<file path="config.mk">
export PLATFORM = sky130hd
export DESIGN_NAME = dac_serial_control_port
export DESIGN_NICKNAME = d
export VERILOG_FILES = /design/src/edge_sync.v /design/src/dac_serial_control_port.v
export VERILOG_INCLUDE_DIRS = /design/src
export SDC_FILE = /design/constraint.sdc
export NUM_CORES = 1
export LEC_CHECK = 0
export BUFFER_PORTS_ARGS = -buffer_cell sky130_fd_sc_hd__buf_2
export CORE_MARGIN = 2
export CORE_UTILIZATION = 60
export DETAILED_ROUTE_END_ITERATION = 8
export PLACE_DENSITY = 0.8
export SYNTH_ARGS = -nofsm -noshare
export SYNTH_HDL_FRONTEND = slang
export SYNTH_SLANG_ARGS = --single-unit
</file>
<file path="constraint.sdc">
create_clock -name ref_clk -period 2.32 [get_ports ref_clk]
set_clock_uncertainty 0.1 [all_clocks]
set_input_delay 0.348 -clock ref_clk [delete_from_list [all_inputs] [get_ports ref_clk]]
set_output_delay 0.348 -clock ref_clk [all_outputs]
set_load 0.01 [all_outputs]
</file>
<file path="src/dac_port_consts.vh">
// Purpose: shared constants for the dac serial control port
// Assumes: 16-bit frames, msb first: rw bit, 7-bit address, 8-bit data
// Notes: definitions only
`ifndef DAC_PORT_CONSTS_VH
`define DAC_PORT_CONSTS_VH
`define FRAME_BITS 16
`define ADDR_BITS 7
`define DATA_BITS 8
`define NUM_CH 6
// address map of the internal registers
`define ADDR_STATUS 7'h00
`define ADDR_CH_HI_BASE 7'h10
`define ADDR_CH_LO_BASE 7'h20
// reset values
`define CODE_RESET 14'h0000
`define STATUS_RESET 8'h00
`endif

</file>
<file path="src/edge_sync.v">
// Purpose: two-flop synchroniser with rise and fall pulses
// Assumes: input is asynchronous to ref_clk
// Notes: first flop is read only by the second
module edge_sync #(
	parameter RESET_VAL = 1'b0
) (
	// clock and reset
	input wire ref_clk,
	input wire rst_n,
	// async input and synced outputs
	input wire async_in,
	output wire level,
	output wire rise,
	output wire fall
);
	reg meta_q;
	reg sync_q;
	reg prev_q;

	// meta flop, sync flop, then an edge history flop
	always @(posedge ref_clk or negedge rst_n) begin
		if (!rst_n) begin
			meta_q <= RESET_VAL;
			sync_q <= RESET_VAL;
			prev_q <= RESET_VAL;
		end else begin
			meta_q <= async_in;
			sync_q <= meta_q;
			prev_q <= sync_q;
		end
	end

	assign level = sync_q;
	assign rise = sync_q & ~prev_q;
	assign fall = ~sync_q & prev_q;
endmodule

</file>
<file path="src/dac_serial_control_port.v">
// Purpose: serial control port of a six-channel dac: frames, registers, load and alert
// Assumes: serial clock at most 10 MHz so 50 MHz sampling sees every edge
// Notes: frame = rw(1=read), addr[6:0], data[7:0]; read data returns in the same frame
// Notes: load held low: a written byte reaches the dac register at frame end
// Functional notes
// - sample data in on serial clock rising
// - readback data changes on serial clock falling
// - alert falls when status register changes
// - alert held until host reads status
// - load low pulse copies pending inputs together
// - reset input restores every register default
`include "dac_port_consts.vh"
module dac_serial_control_port #(
	parameter NUM_CH = `NUM_CH,
	parameter CODE_W = 14
) (
	// clock and reset
	input wire ref_clk,
	input wire rst_n,
	// serial link pins
	input wire cs_n,
	input wire sclk,
	input wire sdi,
	output reg sdo,
	output wire sdo_oe,
	// control pins
	input wire dac_load_strobe_n,
	output wire alarm_n,
	// status sources from the analog side
	input wire [7:0] status_in,
	// dac register contents toward the converters
	output reg [NUM_CH*CODE_W-1:0] dac_code,
	output reg dac_update
);
	// ****************************************
	// pin synchronisers
	// ****************************************
	wire cs_lvl, cs_rise, cs_fall;
	wire sclk_rise, sclk_fall;
	wire sdi_lvl;
	wire ld_lvl, ld_fall;

	edge_sync #(.RESET_VAL(1'b1)) u_cs (.ref_clk(ref_clk), .rst_n(rst_n), .async_in(cs_n),
		.level(cs_lvl), .rise(cs_rise), .fall(cs_fall));
	// only the edges of sclk are used; its level output is left open
	edge_sync #(.RESET_VAL(1'b0)) u_sclk (.ref_clk(ref_clk), .rst_n(rst_n), .async_in(sclk),
		.level(), .rise(sclk_rise), .fall(sclk_fall));
	// sdi sampled with the same latency as sclk so setup is preserved
	edge_sync #(.RESET_VAL(1'b0)) u_sdi (.ref_clk(ref_clk), .rst_n(rst_n), .async_in(sdi),
		.level(sdi_lvl), .rise(), .fall());
	edge_sync #(.RESET_VAL(1'b1)) u_ld (.ref_clk(ref_clk), .rst_n(rst_n), .async_in(dac_load_strobe_n),
		.level(ld_lvl), .rise(), .fall(ld_fall));

	// ****************************************
	// shift engine
	// ****************************************
	reg [`FRAME_BITS-1:0] shift_q;
	reg [4:0] bit_cnt_q;
	reg rd_q;
	reg [`ADDR_BITS-1:0] addr_q;
	reg [7:0] tx_q;
	reg wr_pend_q;
	reg [7:0] status_q;
	reg alarm_q;
	reg [CODE_W-1:0] in_reg [0:NUM_CH-1];
	reg [NUM_CH-1:0] new_q;
	wire in_frame = ~cs_lvl;
	// the count stops at a full frame, so surplus clocks change nothing
	wire frame_full = (bit_cnt_q == 5'd`FRAME_BITS);
	wire [`FRAME_BITS-1:0] shift_nx = {shift_q[`FRAME_BITS-2:0], sdi_lvl};

	// one-hot channel match of an address against one byte bank
	function [NUM_CH-1:0] chan_hit;
		input [`ADDR_BITS-1:0] a;
		input [`ADDR_BITS-1:0] base;
		integer n;
		begin
			chan_hit = {NUM_CH{1'b0}};
			for (n = 0; n < NUM_CH; n = n + 1)
				chan_hit[n] = (a == base + n[`ADDR_BITS-1:0]);
		end
	endfunction

	// channel selects of the frame that just closed
	wire [NUM_CH-1:0] hi_sel = chan_hit(addr_q, `ADDR_CH_HI_BASE);
	wire [NUM_CH-1:0] lo_sel = chan_hit(addr_q, `ADDR_CH_LO_BASE);

	// register read decode, used at address phase
	function [7:0] read_mux;
		input [`ADDR_BITS-1:0] a;
		input [7:0] st;
		input [NUM_CH*CODE_W-1:0] codes;
		integer k;
		begin
			read_mux = 8'h00;
			if (a == `ADDR_STATUS)
				read_mux = st;
			for (k = 0; k < NUM_CH; k = k + 1) begin
				if (a == `ADDR_CH_HI_BASE + k[6:0])
					read_mux = {2'b00, codes[k*CODE_W+8 +: 6]};
				if (a == `ADDR_CH_LO_BASE + k[6:0])
					read_mux = codes[k*CODE_W +: 8];
			end
		end
	endfunction

	// the sdo driver owns the pin only inside a frame
	// outside a frame the pin is released and its level is don't-care
	assign sdo_oe = in_frame;

	// bit counter, shift register and outbound byte
	always @(posedge ref_clk or negedge rst_n) begin
		if (!rst_n) begin
			shift_q <= 16'h0000;
			bit_cnt_q <= 5'h00;
			rd_q <= 1'b0;
			addr_q <= 7'h00;
			tx_q <= 8'h00;
			sdo <= 1'b0;
			wr_pend_q <= 1'b0;
		end else begin
			wr_pend_q <= 1'b0;
			if (cs_fall) begin
				bit_cnt_q <= 5'h00;
				sdo <= 1'b0;
			end else if (in_frame && sclk_rise && !frame_full) begin
				shift_q <= shift_nx;
				bit_cnt_q <= bit_cnt_q + 5'd1;
				if (bit_cnt_q == 5'd7) begin
					rd_q <= shift_nx[7];
					addr_q <= shift_nx[6:0];
					tx_q <= read_mux(shift_nx[6:0], status_q, dac_code);
				end
			end else if (in_frame && sclk_fall && rd_q && bit_cnt_q >= 5'd8 && !frame_full) begin
				// data byte leaves msb first, launched on falling edges
				sdo <= tx_q[7];
				tx_q <= {tx_q[6:0], 1'b0};
			end
			// a short frame is dropped; only a full one commits
			// the synced edge trails the pin by two cycles; the host idles longer
			if (cs_rise && frame_full && !rd_q)
				wr_pend_q <= 1'b1;
		end
	end

	// ****************************************
	// input registers, dac registers, load
	// ****************************************
	integer i;
	// load fall moves pending inputs; held low, frame end does it
	// the load synchroniser resets high, so a pin tied low gives one fall
	// just after reset; nothing is pending then, so it moves nothing
	wire load_now = ld_fall | (wr_pend_q & ~ld_lvl);

	always @(posedge ref_clk or negedge rst_n) begin
		if (!rst_n) begin
			for (i = 0; i < NUM_CH; i = i + 1)
				in_reg[i] <= `CODE_RESET;
			new_q <= {NUM_CH{1'b0}};
			dac_code <= {NUM_CH{`CODE_RESET}};
			dac_update <= 1'b0;
		end else begin
			dac_update <= 1'b0;
			if (load_now) begin
				for (i = 0; i < NUM_CH; i = i + 1)
					if (new_q[i])
						dac_code[i*CODE_W +: CODE_W] <= in_reg[i];
				dac_update <= |new_q;
				new_q <= {NUM_CH{1'b0}};
			end
			// with load high a write only marks its channel pending;
			// with load low it goes straight to the dac register as well
			if (wr_pend_q) begin
				for (i = 0; i < NUM_CH; i = i + 1) begin
					if (hi_sel[i]) begin
						in_reg[i][CODE_W-1:8] <= shift_q[CODE_W-9:0];
						new_q[i] <= ld_lvl;
						if (!ld_lvl) begin
							dac_code[i*CODE_W +: CODE_W] <= {shift_q[CODE_W-9:0], in_reg[i][7:0]};
							dac_update <= 1'b1;
						end
					end
					if (lo_sel[i]) begin
						in_reg[i][7:0] <= shift_q[7:0];
						new_q[i] <= ld_lvl;
						if (!ld_lvl) begin
							dac_code[i*CODE_W +: CODE_W] <= {in_reg[i][CODE_W-1:8], shift_q[7:0]};
							dac_update <= 1'b1;
						end
					end
				end
			end
		end
	end

	// ****************************************
	// status and alert
	// ****************************************
	// status_in already runs on the core clock, so it needs no synchroniser
	// status read completes when a read frame of the status address closes
	wire status_read = cs_rise & frame_full & rd_q & (addr_q == `ADDR_STATUS);
	// the registered copy turns each change into a one-cycle difference

	always @(posedge ref_clk or negedge rst_n) begin
		if (!rst_n) begin
			status_q <= `STATUS_RESET;
			alarm_q <= 1'b0;
		end else begin
			status_q <= status_in;
			// a change in the same cycle as the read keeps the alert set
			if (status_in != status_q)
				alarm_q <= 1'b1;
			else if (status_read)
				alarm_q <= 1'b0;
		end
	end

	assign alarm_n = ~alarm_q;
endmodule

</file>
==> results by group <==
Timing
  – Endpoints failing setup: 0
  – Max Slew Vio Count: 0
  – RSZ-0062 raised after global routing: true
  – Hold Vio Cnt, Final: 0
  – Final setup margin: between 0.02 and 0.03 ns
  – Fin crit share: 0.9874
  – Crit path time final: around 2.3 ns
  – Slew headroom: 0.4204
  – Final setup TNS: 0 ns
  – Worst Tran Pin Value: 0.8693 ns
  – Fmax: between 0.4 and 0.5 GHz

Power and ir drop
  – Internal power: just over 0.007 W
  – Sw power: 0.003092 W
  – Gate power share: 0.211
  – Worst vdd ir: a little over 700 µV
  – Sw frac: 0.2993
  – Sequential group share of total power: 0.409
  – Clk pwr share: 0.380
  – Pwr dens: around 760 nW/µm²
  – Leakage: roughly 6.4 nW

Layout
  – Final Cell Area: ~14000 µm²
  – Nets@finish: approximately 1.3k
  – Area of the multi-input gates: 5280 µm²
  – Share of layout cells above drive strength 1: 0.3051
  – Fill cell count: between 1k and 1.5k
  – Synth-to-Final Area Change: 20.19%
  – Final core occ: 0.7319
  – FF/Latch Area: ~5700 µm²

Floorplan
  – Core area: ~19000 µm²
  – Total die area: approximately 20000 µm²
  – Die Y: between 100 and 150 µm
  – Row count: 50
  – Initial core utilization: 0.6090
  – I/O pins: between 100 and 150
  – Die X: roughly 140 µm

Route
  – Drt wl/cell: between 20 and 25 µm
  – DR pass1 iterations: 5
  – Vias: around 10k
  – DR iter-0 viols: roughly 960
  – Post-DR vias/cell: approximately 6.8
  – Drt drc: 0
  – Post-route ant nets: 0
  – DRT Wirelength: about 36000 µm

Critical path
  – Worst Setup End Kind: flip-flop
  – Crit path from: shift_q[2]$_DFFE_PN0P_
  – Critical path peak fanout: 8
  – Startpoint Class: flip-flop
  – FF-to-FF setup slack: between 0.02 and 0.03 ns
  – Worst r2r dst: tx_q[4]$_DFFE_PN0P_
  – Setup crit end: tx_q[4]$_DFFE_PN0P_
  – Arr. time, crit path: roughly 2.7 ns
  – Reg2Reg Depth: 8
  – Worst r2r src: shift_q[2]$_DFFE_PN0P_
  – Worst Path Required: roughly 2.7 ns
  – Kind of critical path: flip-flop to flip-flop

Logic synthesis
  – Ys Warns: 0
  – Synth Net Count: 1128
  – Synth Area in Simple Gates: 0.1679
  – Area contributors post-synth: dfrtp_1 49%, mux2_2 9.5%, nand2_1 8.1%
  – Main combinational cell family by area after synthesis: compound AO/OA/AOI/OAI gates
  – Seq/Total Area, Yosys: 0.5005
  – Synth Area in Adders: 0.002212
  – Synth top area share: 0.4866
  – Post-Syn Instances: approximately 1.1k
  – Synth Area in Compound Gates: 0.1866
  – Leading area contributor after synthesis: dfrtp_1
  – Post-synth ARST share: 1.000
  – Post-Synth XOR/XNOR Area: 0.01006
  – Mean Syn Cell Area: roughly 10 µm²
  – Cell Area, Synth: around 11000 µm²
  – #FFs+latches synth: 226
  – Synth cell types: 85
  – Post-synth top flop: dfrtp_1
  – Number of flops mapped to enable cells by yosys: 0
  – Post-synthesis mux area share: 0.09543

Placement
  – Area after DPL: about 13000 µm²
  – Hpwl dp: approximately 24000 µm
  – Pre-CTS setup slack: -0.03036 ns
  – Placer Congestion: 0.9788
  – IO buf count: just over 100

Run
  – # Max-Cap Violations: 0

Clock tree
  – CTS HTree Levels: 1
  – TritonCTS clock tree: built
  – Clock sinks: about 230
  – CTS buffer count: 24
  – Clock buffer depth: 3
  – Skew-Pair Late Insertion Delay: roughly 0.53 ns
  – Root Buffer: clkbuf_16
  – Reg clk slew, reported paths: 0.07 ns

Global routing
  – First-pass GRT wire length: roughly 56000 µm
  – All-Layer GR Usage: 0.3570
  – Largest net degree at the start of global routing: 61
  – Grt total ovfl: 0
  – Vias in the first global route: around 9.9k
  – Initial antenna violation count: 0

Hold path
  – Hold Path Class: input port to async pin

Run status
  – Outcome: finished clean
==> kinds of logic after synthesis <==
logic type | after synthesis
AND/OR/NAND/NOR | 391
AO/OA/AOI/OAI | 287
flip-flops | 226
buffers and inverters | 97
multiplexers | 96
XOR/XNOR | 13
adder cells (fa/ha/maj) | 2
==> Yosys cell counts (3+ instances only) <==
master / number
a2111oi_0: 4
a211oi_1: 9
a21o_1: 5
a21oi_1: 25
a221o_1: 5
a221oi_1: 8
a22o_1: 5
a2bb2oi_1: 5
a31oi_1: 4
a32oi_1: 73
and2_0: 4
and2_1: 11
buf_1: 6
buf_2: 20
buf_4: 3
buf_6: 3
clkbuf_1: 53
dfrtp_1: 220
dfstp_2: 6
inv_1: 12
mux2_2: 95
nand2_1: 243
nand2b_1: 5
nand3_1: 18
nand3b_1: 3
nor2_1: 43
nor2b_1: 5
nor3_1: 9
nor3b_1: 7
nor3b_2: 4
nor4_1: 4
o21ai_0: 24
o21ai_1: 7
o22a_1: 6
o22ai_1: 80
o32ai_1: 4
or4b_1: 3
xor2_1: 11
==> cells in the final DEF (no fill, tap or decap), types with 9 or more instances in the layout <==
| cell | n |
|---|---|
| a32oi_1 | 73 |
| nor2_1 | 42 |
| o21ai_0 | 24 |
| and2_1 | 11 |
| xor2_1 | 11 |
| mux2_2 | 95 |
| a21oi_1 | 25 |
| nand2_1 | 243 |
| dfrtp_1 | 212 |
| o22ai_1 | 80 |
| clkbuf_16 | 25 |
| nand3_1 | 18 |
| a211oi_1 | 9 |
| buf_2 | 100 |
| inv_1 | 12 |
| dlygate4sd3_1 | 13 |
| buf_4 | 97 |
==> critical path, stage by stage (launching register included) <==
cell and delay, ns:
dfrtp_2 0.49, buf_4 0.22, or4bb_1 0.58, nor2_2 0.18, buf_4 0.15, a221oi_1 0.12
nor3_1 0.24, a21oi_1 0.07, o21ai_1 0.08
==> layout make-up <==
cell class                 count  share of cell area
sequential                   226              0.4171
antenna                        1           0.0001840
clock inverter                 9            0.007452
timing repair buffer         218              0.1107
inverter                      12            0.003312
clock buffer                  34             0.05143
tap                          234             0.02153
multi-input combinational    789              0.3883
==> metal layers <==
metal,vias to the layer above,global-route usage,routed length [µm]
li1,4452,-,-
met1,5095,0.4943,14250
met2,643,0.5570,16570
met3,120,0.06919,3340
met4,0,0.1516,1564
met5,-,0,0
==> stage by stage <==
step / hold WS, ns / cells / total power [W]
2_1_floorplan: -0.04759 / 1112 / 0.005341
3_3_place_gp: 0.2213 / 1465 / 0.006276
3_5_place_dp: 0.2209 / 1465 / 0.006298
4_1_cts: 0.2512 / 1521 / 0.01021
5_1_grt: 0.2556 / 1522 / 0.01062
6_report: 0.2419 / 1523 / 0.01033
==> power by group through the flow <==
stage / combinational, W / clock (W) / sequential, W
after floorplan: 0.00120 / 0 / 0.00414
after global placement: 0.00201 / 0 / 0.00427
after detailed placement: 0.00203 / 0 / 0.00427
after CTS: 0.00207 / 0.00394 / 0.00420
after global routing: 0.00229 / 0.00409 / 0.00424
final: 0.00218 / 0.00393 / 0.00423
==> worst min path at each step <==
stage / endpoint / slack, ns / from
after detailed placement: u_sclk.level$_DFF_PN0_ / 0.22 / rst_n
after global routing: u_sclk.level$_DFF_PN0_ / 0.26 / u_sclk.meta_q$_DFF_PN0_
after global placement: u_sclk.level$_DFF_PN0_ / 0.22 / rst_n
final: u_sclk.level$_DFF_PN0_ / 0.24 / rst_n
after floorplan: addr_q[0]$_DFFE_PN0P_ / -0.05 / rst_n
after CTS: u_sclk.level$_DFF_PN0_ / 0.25 / u_sclk.meta_q$_DFF_PN0_
==> timing repair <==
action                                 CTS  global route
pin swaps                                0             2
cloned                                   0             0
endpoints found under the hold margin   61             0
hold buffers                            13             0
gates resized for setup                  3            20
setup buffers                            0             1
setup endpoints to repair                3            23
Note: power is estimated with default switching activity, not from simulation.
